[src/bsi_pkg.sv]
// Shared constants, types and decode helpers of the boundary-scan instruction unit.
// Assumes a single core clock that oversamples the test clock pin by at least four.
//
// Behaviour
// - Eight-bit instruction register, six implemented codes.
// - Standard test access port states and scan behaviour.
// - Shift-IR puts instruction register between TDI/TDO.
// - New instruction takes effect only at update-IR.
// - EXTEST drives output cells, captures input cells.
// - EXTEST at update-IR enables drivers with preloaded data.
// - IDCODE shifts fixed 32-bit identification out.
// - IDCODE active after power-up and test-logic-reset.
// - HIGH-Z forces all functional outputs high-impedance.
// - CLAMP drives outputs from held boundary cells.
// - SAMPLE capture-DR snapshots all pin levels.
// - Shift-DR then shifts boundary register out serially.
// - Pins toggling during capture give undefined bits.
// - BYPASS puts one-bit bypass register in chain.
// - EXTEST 00, IDCODE 21, SAMPLE 05 hex.
// - CLAMP 07, HIGH-Z 03, BYPASS FF hex.
// - Boundary-scan register is 113 cells long.
package bsi_pkg;

    // Register widths.
    localparam int IR_W    = 8;    // Instruction register width.
    localparam int ID_W    = 32;   // Identification register width.
    localparam int BSR_LEN = 113;  // Boundary-scan register length.

    // Instruction encodings.
    localparam logic [IR_W-1:0] OP_EXTEST = 8'h00;
    localparam logic [IR_W-1:0] OP_IDCODE = 8'h21;
    localparam logic [IR_W-1:0] OP_SAMPLE = 8'h05;
    localparam logic [IR_W-1:0] OP_CLAMP  = 8'h07;
    localparam logic [IR_W-1:0] OP_HIGHZ  = 8'h03;
    localparam logic [IR_W-1:0] OP_BYPASS = 8'hFF;

    // Pattern loaded into the instruction shifter at capture-IR.
    localparam logic [IR_W-1:0] IR_CAPTURE = 8'h01;

    // Test access port controller states.
    typedef enum logic [3:0] {
        TLR, RTI, SEL_DR, CAP_DR, SHIFT_DR, EXIT1_DR, PAUSE_DR, EXIT2_DR, UPD_DR,
        SEL_IR, CAP_IR, SHIFT_IR, EXIT1_IR, PAUSE_IR, EXIT2_IR, UPD_IR
    } bsi_tap_e;

    // Data register chosen by the active instruction.
    typedef enum logic [1:0] {
        DR_BYP, DR_BSR, DR_ID
    } bsi_dr_e;

    // Maps an instruction to its data register; unknown codes fall to bypass.
    function automatic bsi_dr_e dr_select(input logic [IR_W-1:0] ir);
        bsi_dr_e sel;
        sel = DR_BYP;
        case (ir)
            OP_EXTEST: sel = DR_BSR;
            OP_SAMPLE: sel = DR_BSR;
            OP_IDCODE: sel = DR_ID;
            default:   sel = DR_BYP;
        endcase
        return sel;
    endfunction

endpackage

[src/bsi_tap_if.sv]
// Interface carrying the test clock step and the controller state between modules.
// Assumes the step pulse lasts one core clock per test clock rising edge.
`timescale 1ns/10ps
interface bsi_tap_if;
    logic             step;   // One-cycle pulse at each test clock rising edge.
    logic             tms;    // Synchronised mode select level.
    bsi_pkg::bsi_tap_e state;  // Current controller state.

    // Side that owns the state machine.
    modport fsm
    (
        input  step,
        input  tms,
        output state
    );

    // Side that acts on the state.
    modport user
    (
        output step,
        output tms,
        input  state
    );
endinterface

[src/bsi_tap.sv]
// Top of the boundary-scan instruction unit: pin sampling, scan registers, output control.
// Assumes core_clk is far faster than the test clock and that pins are asynchronous.
`timescale 1ns/10ps
module bsi_tap
#(
    parameter int              BSR_W   = bsi_pkg::BSR_LEN,  // Boundary-scan cells.
    parameter logic [31:0]     ID_CODE = 32'h1000_0001      // Arbitrary value; bit 0 set.
)
(
    input  wire logic             core_clk,
    input  wire logic             rst_n,
    input  wire logic             tck,
    input  wire logic             tms,
    input  wire logic             tdi,
    output logic                  tdo,
    output logic                  tdo_oe,
    input  wire logic [BSR_W-1:0] pin_level,
    output logic [BSR_W-1:0]      test_data,
    output logic                  test_drive,
    output logic                  test_hiz,
    output logic [7:0]            active_instr
);

    // All state of the top module.
    typedef struct packed {
        logic                     tck_s1;    // Test clock, first sync stage.
        logic                     tck_s2;    // Test clock, second sync stage.
        logic                     tck_s3;    // Test clock history for edge finding.
        logic                     tms_s1;    // Mode select, first stage.
        logic                     tms_s2;    // Mode select, second stage.
        logic                     tdi_s1;    // Data in, first stage.
        logic                     tdi_s2;    // Data in, second stage.
        logic [BSR_W-1:0]         pin_s1;    // Pin levels, first stage.
        logic [BSR_W-1:0]         pin_s2;    // Pin levels, second stage.
        logic [bsi_pkg::IR_W-1:0] ir_sh;     // Instruction shifter.
        logic [bsi_pkg::IR_W-1:0] ir;        // Active instruction.
        logic [BSR_W-1:0]         bsr_sh;    // Boundary-scan shift stage.
        logic [BSR_W-1:0]         bsr_upd;   // Boundary-scan held outputs.
        logic [bsi_pkg::ID_W-1:0] id_sh;     // Identification register.
        logic                     byp;       // Bypass register.
        logic                     tdo;       // Serial out.
        logic                     tdo_oe;    // Serial out enable.
        logic                     drive;     // Outputs taken from held cells.
        logic                     hiz;       // Outputs forced off.
    } bsi_top_s;

    bsi_top_s st;       // Registered state.
    bsi_top_s next_st;  // Next state.

    bsi_tap_if tap ();  // Link to the controller.

    logic            rise;  // Test clock rising edge seen.
    logic            fall;  // Test clock falling edge seen.
    bsi_pkg::bsi_dr_e sel;   // Data register selected now.

    assign rise     = st.tck_s2 & ~st.tck_s3;
    assign fall     = ~st.tck_s2 & st.tck_s3;
    assign sel      = bsi_pkg::dr_select(st.ir);
    assign tap.step = rise;
    assign tap.tms  = st.tms_s2;

    // Controller that walks the standard state sequence.
    bsi_tap_fsm u_fsm
    (
        .core_clk (core_clk),
        .rst_n    (rst_n),
        .tap      (tap)
    );

    // Outputs come straight from the state flops.
    assign tdo          = st.tdo;
    assign tdo_oe       = st.tdo_oe;
    assign test_data    = st.bsr_upd;
    assign test_drive   = st.drive;
    assign test_hiz     = st.hiz;
    assign active_instr = st.ir;

    // Synchronises pins and performs the scan action of the current state.
    always_comb
    begin
        next_st        = st;
        next_st.tck_s1 = tck;
        next_st.tck_s2 = st.tck_s1;
        next_st.tck_s3 = st.tck_s2;
        next_st.tms_s1 = tms;
        next_st.tms_s2 = st.tms_s1;
        next_st.tdi_s1 = tdi;
        next_st.tdi_s2 = st.tdi_s1;
        next_st.pin_s1 = pin_level;
        next_st.pin_s2 = st.pin_s1;
        // Actions on the test clock rising edge, keyed on the state being left.
        if (rise)
        begin
            case (tap.state)
                bsi_pkg::TLR:
                    next_st.ir = bsi_pkg::OP_IDCODE;
                bsi_pkg::CAP_IR:
                    next_st.ir_sh = bsi_pkg::IR_CAPTURE;
                bsi_pkg::SHIFT_IR:
                    next_st.ir_sh = {st.tdi_s2, st.ir_sh[bsi_pkg::IR_W-1:1]};
                bsi_pkg::UPD_IR:
                    next_st.ir = st.ir_sh;
                bsi_pkg::CAP_DR:
                begin
                    // Any bit whose pin moved near this edge may land either way.
                    case (sel)
                        bsi_pkg::DR_BSR: next_st.bsr_sh = st.pin_s2;
                        bsi_pkg::DR_ID:  next_st.id_sh  = ID_CODE;
                        default:         next_st.byp    = 1'b0;
                    endcase
                end
                bsi_pkg::SHIFT_DR:
                begin
                    case (sel)
                        bsi_pkg::DR_BSR: next_st.bsr_sh = {st.tdi_s2, st.bsr_sh[BSR_W-1:1]};
                        bsi_pkg::DR_ID:  next_st.id_sh  = {st.tdi_s2, st.id_sh[bsi_pkg::ID_W-1:1]};
                        default:         next_st.byp    = st.tdi_s2;
                    endcase
                end
                bsi_pkg::UPD_DR:
                begin
                    // Held cells change only here; this is how a preload reaches the pins.
                    if (sel == bsi_pkg::DR_BSR)
                        next_st.bsr_upd = st.bsr_sh;
                end
                default:
                    next_st.ir = st.ir;
            endcase
        end
        // Serial out changes on the falling edge and is driven only while shifting.
        if (fall)
        begin
            next_st.tdo    = 1'b0;
            next_st.tdo_oe = 1'b0;
            if (tap.state == bsi_pkg::SHIFT_IR)
            begin
                next_st.tdo    = st.ir_sh[0];
                next_st.tdo_oe = 1'b1;
            end
            else if (tap.state == bsi_pkg::SHIFT_DR)
            begin
                next_st.tdo_oe = 1'b1;
                case (sel)
                    bsi_pkg::DR_BSR: next_st.tdo = st.bsr_sh[0];
                    bsi_pkg::DR_ID:  next_st.tdo = st.id_sh[0];
                    default:         next_st.tdo = st.byp;
                endcase
            end
        end
        // Pin control follows the active instruction.
        next_st.drive = (next_st.ir == bsi_pkg::OP_EXTEST)
                      | (next_st.ir == bsi_pkg::OP_CLAMP);
        next_st.hiz   = (next_st.ir == bsi_pkg::OP_HIGHZ);
    end

    // Registers the whole state; reset restores the identification instruction.
    always_ff @(posedge core_clk or negedge rst_n)
    begin
        if (!rst_n)
        begin
            st    <= '0;
            st.ir <= bsi_pkg::OP_IDCODE;
        end
        else
            st <= next_st;
    end

endmodule

[src/bsi_tap_fsm.sv]
// Sixteen-state test access port controller, advanced once per test clock rise.
// Assumes step and tms arrive already synchronised to core_clk.
`timescale 1ns/10ps
module bsi_tap_fsm
(
    input  wire logic core_clk,
    input  wire logic rst_n,
    bsi_tap_if.fsm    tap
);

    // All state of this module.
    typedef struct packed {
        bsi_pkg::bsi_tap_e state;  // Controller state.
    } bsi_fsm_s;

    bsi_fsm_s st;       // Registered state.
    bsi_fsm_s next_st;  // Next state.

    assign tap.state = st.state;

    // Computes the next controller state from the mode select level.
    always_comb
    begin
        next_st = st;
        if (tap.step)
        begin
            case (st.state)
                bsi_pkg::TLR:      next_st.state = tap.tms ? bsi_pkg::TLR      : bsi_pkg::RTI;
                bsi_pkg::RTI:      next_st.state = tap.tms ? bsi_pkg::SEL_DR   : bsi_pkg::RTI;
                bsi_pkg::SEL_DR:   next_st.state = tap.tms ? bsi_pkg::SEL_IR   : bsi_pkg::CAP_DR;
                bsi_pkg::CAP_DR:   next_st.state = tap.tms ? bsi_pkg::EXIT1_DR : bsi_pkg::SHIFT_DR;
                bsi_pkg::SHIFT_DR: next_st.state = tap.tms ? bsi_pkg::EXIT1_DR : bsi_pkg::SHIFT_DR;
                bsi_pkg::EXIT1_DR: next_st.state = tap.tms ? bsi_pkg::UPD_DR   : bsi_pkg::PAUSE_DR;
                bsi_pkg::PAUSE_DR: next_st.state = tap.tms ? bsi_pkg::EXIT2_DR : bsi_pkg::PAUSE_DR;
                bsi_pkg::EXIT2_DR: next_st.state = tap.tms ? bsi_pkg::UPD_DR   : bsi_pkg::SHIFT_DR;
                bsi_pkg::UPD_DR:   next_st.state = tap.tms ? bsi_pkg::SEL_DR   : bsi_pkg::RTI;
                bsi_pkg::SEL_IR:   next_st.state = tap.tms ? bsi_pkg::TLR      : bsi_pkg::CAP_IR;
                bsi_pkg::CAP_IR:   next_st.state = tap.tms ? bsi_pkg::EXIT1_IR : bsi_pkg::SHIFT_IR;
                bsi_pkg::SHIFT_IR: next_st.state = tap.tms ? bsi_pkg::EXIT1_IR : bsi_pkg::SHIFT_IR;
                bsi_pkg::EXIT1_IR: next_st.state = tap.tms ? bsi_pkg::UPD_IR   : bsi_pkg::PAUSE_IR;
                bsi_pkg::PAUSE_IR: next_st.state = tap.tms ? bsi_pkg::EXIT2_IR : bsi_pkg::PAUSE_IR;
                bsi_pkg::EXIT2_IR: next_st.state = tap.tms ? bsi_pkg::UPD_IR   : bsi_pkg::SHIFT_IR;
                bsi_pkg::UPD_IR:   next_st.state = tap.tms ? bsi_pkg::SEL_DR   : bsi_pkg::RTI;
                default:           next_st.state = bsi_pkg::TLR;
            endcase
        end
    end

    // Registers the state; reset lands in test-logic-reset.
    always_ff @(posedge core_clk or negedge rst_n)
    begin
        if (!rst_n)
            st <= '{state: bsi_pkg::TLR};
        else
            st <= next_st;
    end

endmodule

[config.mk]
export PLATFORM = sky130hd
export DESIGN_NAME = bsi_tap
export DESIGN_NICKNAME = d
export VERILOG_FILES = /design/src/bsi_pkg.sv /design/src/bsi_tap_if.sv /design/src/bsi_tap.sv /design/src/bsi_tap_fsm.sv
export SDC_FILE = /design/constraint.sdc
export NUM_CORES = 1
export LEC_CHECK = 0
export BUFFER_PORTS_ARGS = -buffer_cell sky130_fd_sc_hd__buf_2
export CORE_ASPECT_RATIO = 0.75
export CORE_UTILIZATION = 35
export DETAILED_ROUTE_END_ITERATION = 10
export SYNTH_ARGS = -nofsm -noshare
export SYNTH_HDL_FRONTEND = slang
export SYNTH_SLANG_ARGS = --single-unit
export TNS_END_PERCENT = 1
[constraint.sdc]
create_clock -name core_clk -period 8.3 [get_ports core_clk]
set_input_delay 0.83 -clock core_clk [delete_from_list [all_inputs] [get_ports core_clk]]
set_output_delay 0.83 -clock core_clk [all_outputs]
set_load 0.05 [all_outputs]
## Yosys cells after proc, flatten, opt, wreduce, memory -nomap -nowiden

Index checks and enable logic that the tools add are counted.

- Add/subtract/negate cells: 0
- Multiply operators: 0
- Div/mod/pow operators: 0
- Magnitude comparators: 0
- Equal/unequal tests: 27
- Shift operators: 0
- Multiplexer cells: 30
- Bitwise logic cells: 5
- Reduce and logical (&&, ||, !) cells: 15

Operators by type and width:

| cell | count |
|---|---|
| 113-bit two-way mux | 4 |
| 267-bit two-way mux | 1 |
| 113-bit case mux with 2 select lines | 1 |
| 33-bit case mux with 2 select lines | 1 |
| 32-bit two-way mux | 2 |
| 4-bit case mux with 12 select lines | 1 |
| 4-bit == test, second input constant | 8 |
| 8-bit case mux with 2 select lines | 2 |
| 4-bit by 3-bit == test with 1-bit output, second input constant | 4 |
| 8-bit by 3-bit == test with 1-bit output, second input constant | 2 |
| 8-bit logical NOT | 2 |
| 4-bit two-way mux | 4 |
| 4-bit AND reduction | 3 |
| 2-bit two-way mux | 5 |
| 2-bit != test, second input constant | 5 |
| 4-bit by 2-bit == test with 1-bit output, second input constant | 2 |
| 8-bit by 2-bit == test with 1-bit output, second input constant | 1 |
| 8-bit by 6-bit == test with 1-bit output, second input constant | 1 |
| 2-bit OR reduction | 4 |
| 3-bit two-way mux | 2 |
| 1-bit two-way mux | 5 |
| 4-bit by 1-bit == test with 1-bit output, second input constant | 1 |
| 4-bit logical NOT | 1 |
| 2-bit case mux with 2 select lines | 1 |
| other kinds (11) | 14 |

- Bits in registers: 516
- Bits in latches: 0
- Memory bits (writable): 0
- Memory bits (read-only): 0
- Bits of input ports: 118
- Output and inout port bits: 125
- Word-level logic and storage cells: 97
- Memories: 0

## Longest topological paths before layout

- Depth after elaboration: 10
- Mapped depth: 10
- Gate-level depth less buffers: 9

## Modules after synthesis

A second synthesis with hierarchy kept.

- Cells, all modules: 1373
- Area, all modules: 18725.5 um^2

Modules (own cells, without submodules):

| module | times used | cells each | area an instance (um^2) | seq. area each (um^2) |
|---|---|---|---|---|
| bsi_tap | 1 | 1326 | 18325.1 | 12814.8 |
| bsi_tap_fsm | 1 | 47 | 400.4 | 100.1 |

## Worst setup path after synthesis

No wires, ideal clock.

- Path kind: register to register
- Start point: register st, in the netlist active_instr[4]
- End point: register st, in the netlist test_data[100]
- Library setup time: 0.125 ns
- Arrival time: 2.540 ns
- Required time: 8.175 ns
- Path slack: 5.635 ns
- Stages on the path, launching flop included: 9
- Buffers on the path: 2
- Period minus slack after synthesis: 2.665 ns
- Cells stage by stage: dfrtp_1 -> or3_1 -> or3_1 -> or3_1 -> ha_1 -> nand4_1 -> buf_2 -> buf_6 -> mux2_2

- Word-level cells in the longest chain between the ends: 5
- Elaborated cells between the ends (all ways): 7
- Classes of those cells: 3 x eq/ne; 1 x mux; 3 x reduce/logical

Ends and longest elaborated chain:

| what | RTL line | RTL |
|---|---|---|
| start: declaration | bsi_tap.sv:47 | `bsi_top_s st;` |
| start signal: assignment | bsi_tap.sv:165 | `st <= next_st;` |
| 8-bit by 3-bit == test with 1-bit output or 8-bit logical NOT (tied branches) | bsi_pkg.sv:55 | `case (ir)` |
| 2-bit OR reduction (no line) | -- |  |
| 2-bit case mux with 2 select lines * | bsi_pkg.sv:55 |  |
| 2-bit by 1-bit == test with 1-bit output * | bsi_tap.sv:123 | `if (sel == bsi_pkg::DR_BSR)` |
| 3-bit AND reduction (no line) * | -- |  |

Mark *: on every way between the ends. The rest lies on a longest branch, timed or not.
A chain may end at the register's enable or synchronous reset.

## Worst setup path in the final report

- Start point: register st, in the netlist active_instr[4]
- End point: register st, in the netlist test_data[62]

Same word-level chain as after synthesis.

==> impl_metrics.json <==
{
  "cts_buffer_depth": 3,
  "tightest_slew_ns": 1.090,
  "switchingPower_mw": 1.401,
  "setup_tns_ns": 0,
  "track_usage_pct": 13.18,
  "io_buffers": 242,
  "drtIter0Drc": 677,
  "worstSetupEndpointType": "flip-flop",
  "die_x_um": 269.3,
  "antenna_found_initial": 5,
  "cts.sink_count": 516,
  "maxSlewViolCount": 0,
  "synthDistinctLibCells": 49,
  "fin_crit_ns": 4.108,
  "multiInputGateArea_um2": 4508,
  "grt_pass1_vias": 10355,
  "worstPathMaxFanout": 63,
  "insertion_delay_ns": 0.57,
  "finalSetupViolCount": 0,
  "die_area_um2": 54530,
  "wire_per_inst_um": 15.80,
  "dpl_cell_area_um2": 19660,
  "core_um2": 52980,
  "nets": 1608,
  "yosysSeqAreaShare_pct": 68.85,
  "clkSlewWorstSetupHoldPaths_ns": 0.06,
  "ir_drop_v": 0.0001624,
  "cts_tree": "yes",
  "htreeDepth": 2,
  "totalWireLength_um": 35350,
  "placed_cells": 2148,
  "pwr-share-comb_pct": 11.1,
  "slew_headroom_pct": 27.35,
  "final_cell_area_um2": 21310,
  "timing.fmax_mhz": 243.4,
  "ys_warn_count": 0,
  "syn-num-nets": 1498,
  "avgSynthCellArea_um2": 13.61,
  "via_count": 9991,
  "layout-drive-gt1-share_pct": 29.61,
  "pre_cts_slack_ns": 4.226,
  "cts_root_buffer": "clkbuf_16",
  "gp_congestion": 0.7686,
  "cp.required_ns": 8.75,
  "grt_max_degree": 184,
  "synth_seq_cells": 516,
  "netlist_area_um2": 18760,
  "final_core_util_pct": 40.22,
  "die_y_um": 202.5,
  "hold_path_class": "in2async",
  "worstSetupPathType": "reg2reg",
  "cts_resized": 0,
  "ios": 243,
  "first_pass_iters": 4,
  "grt_pass1_wl_um": 57660,
  "row_count": 73,
  "setup_ws_ns": 4.192,
  "ff_latch_area_um2": 12910,
  "ant_nets": 0,
  "cts_buffers": 50,
  "syn_to_final_growth_pct": 13.59,
  "p_clk_share_pct": 40.4,
  "pwr-share-seq_pct": 48.4,
  "synth_cells": 1378,
  "rsz0062_at_grt": "no",
  "yosys_most_used_dff": "dfrtp_1",
  "vias_per_cell": 4.464,
  "layout.cells.non_filler": 2238,
  "gr-total-overflow": 0,
  "synth-edff-count": 0,
  "post-route-period-util_pct": 49.50,
  "cts_setup_buffers": 0,
  "hold_buffers": 0,
  "status": "completed",
  "p_leak_nw": 10.23,
  "critPathLaunchType": "flip-flop",
  "power.internal_mw": 4.164,
  "power.density_nw_per_um2": 261.2,
  "n_fill_cell": 4972,
  "hold_violations": 0,
  "place_hpwl_um": 21570,
  "route.detailed.drc": 0,
  "worst_ep_arrival_time_ns": 4.55,
  "drv_cap": 0,
  "start_util_pct": 35.41,
  "final.setup_skew_ns": 0.009973,
  "swShare_pct": 25.17,
  "async_reset_ff_share_pct": 100.0
}
through the flow:
step           power (mW)  hold slack, ns
4_1_cts             5.670          0.2439
6_report            5.565          0.2415
5_1_grt             5.839          0.2741
2_1_floorplan       3.194          0.3312
3_5_place_dp        3.377          0.3347
3_3_place_gp        3.356          0.3319
flip-flops by register name, summed over array words and instances (netlist names):
name	cells
active_instr	8
test_drive	1
u_fsm.tap.state	4
next_st	117
test_data	113
st	269
test_hiz	1
tdo_oe	1
tdo	1
tap.tms	1
power groups by stage:
| stage | sequential [mW] | combinational (mW) | clock [mW] |
|---|---|---|---|
| final | 2.69 | 0.620 | 2.25 |
| after global routing | 2.71 | 0.690 | 2.44 |
| after CTS | 2.69 | 0.637 | 2.34 |
| after detailed placement | 2.74 | 0.638 | 0 |
| after global placement | 2.73 | 0.622 | 0 |
| after floorplan | 2.70 | 0.499 | 0 |
routing by layer:
layer  routed length (um)  vias to the layer above  global-route usage (%)
met5                   13                        -                       0
met4                  699                        2                   4.038
met3                 2187                       55                   3.737
met2                15810                      216                   19.62
met1                16640                     4973                   18.65
li1                     -                     4745                       -
path summary, 6_finish.rpt:
kind                                                 from                         to  slack, ns  cells after the start
worst max-delay path            active_instr[4]$_DFF_PN0_  test_data[62]$_DFFE_PN0P_       4.19                      8
worst min-delay path                                rst_n          st[374]$_DFF_PN0_       0.24                      1
worst max register to register  active_instr[4]$_DFF_PN0_  test_data[62]$_DFFE_PN0P_       4.19                      8
worst min register to register     next_st[309]$_DFF_PN0_          st[309]$_DFF_PN0_       0.34                      0
max in group asynchronous                           rst_n        st[272]$_DFFE_PN0P_       6.56                      2
min in group core_clk              next_st[309]$_DFF_PN0_          st[309]$_DFF_PN0_       0.34                      0
synthesized netlist by cell type (5+ instances only):
| cell | number | share of area (%) |
|---|---|---|
| a21oi_1 | 10 | 0.27 |
| a22o_1 | 5 | 0.23 |
| buf_1 | 5 | 0.10 |
| buf_2 | 21 | 0.56 |
| buf_4 | 127 | 5.1 |
| buf_6 | 13 | 0.78 |
| clkbuf_1 | 26 | 0.52 |
| dfrtp_1 | 514 | 69 |
| inv_1 | 8 | 0.16 |
| mux2_2 | 115 | 6.9 |
| mux2i_1 | 112 | 6.0 |
| nand2_1 | 199 | 4.0 |
| nor2_1 | 7 | 0.14 |
| o21ai_0 | 118 | 3.1 |
| o21ai_1 | 41 | 1.1 |
| or3_1 | 5 | 0.17 |
cell families after synthesis:
logic type | after synthesis | share of synthesized area [%]
xor gates and xnor gates | 2 | 0.09340
buffers and inverters | 200 | 7.204
DFF | 516 | 68.85
and+or+nand+nor | 237 | 5.236
AOI/OAI and AO/OA | 194 | 5.603
adders and majority gates | 2 | 0.1334
muxes | 227 | 12.88
worst max-delay path, cell delays in order (launching register included):
cell     delay [ns]
dfrtp_1        0.39
or3_1          0.40
or3_1          0.35
or3_1          0.38
ha_1           0.30
nand4_1        0.15
buf_4          0.59
buf_4          0.85
mux2_2         0.43
layout by cell type (no fill, tap or decap), drive strengths merged, types with 7 or more instances in the layout:
| cell type | n |
|---|---|
| a21oi | 10 |
| buf | 250 |
| clkbuf | 73 |
| clkinvlp | 7 |
| dfrtp | 514 |
| inv | 8 |
| mux2 | 115 |
| mux2i | 112 |
| nand2 | 200 |
| nor2 | 7 |
| o21ai | 159 |
area by class of cell:
cell class,instances,area share (%)
multi-input combinational,662,21.16
sequential,516,60.61
tap,712,4.181
antenna,3,0.03523
timing repair buffer,250,6.189
inverter,8,0.1409
clock inverter,14,0.6988
clock buffer,73,6.982
(Power assumes the default switching activity.)
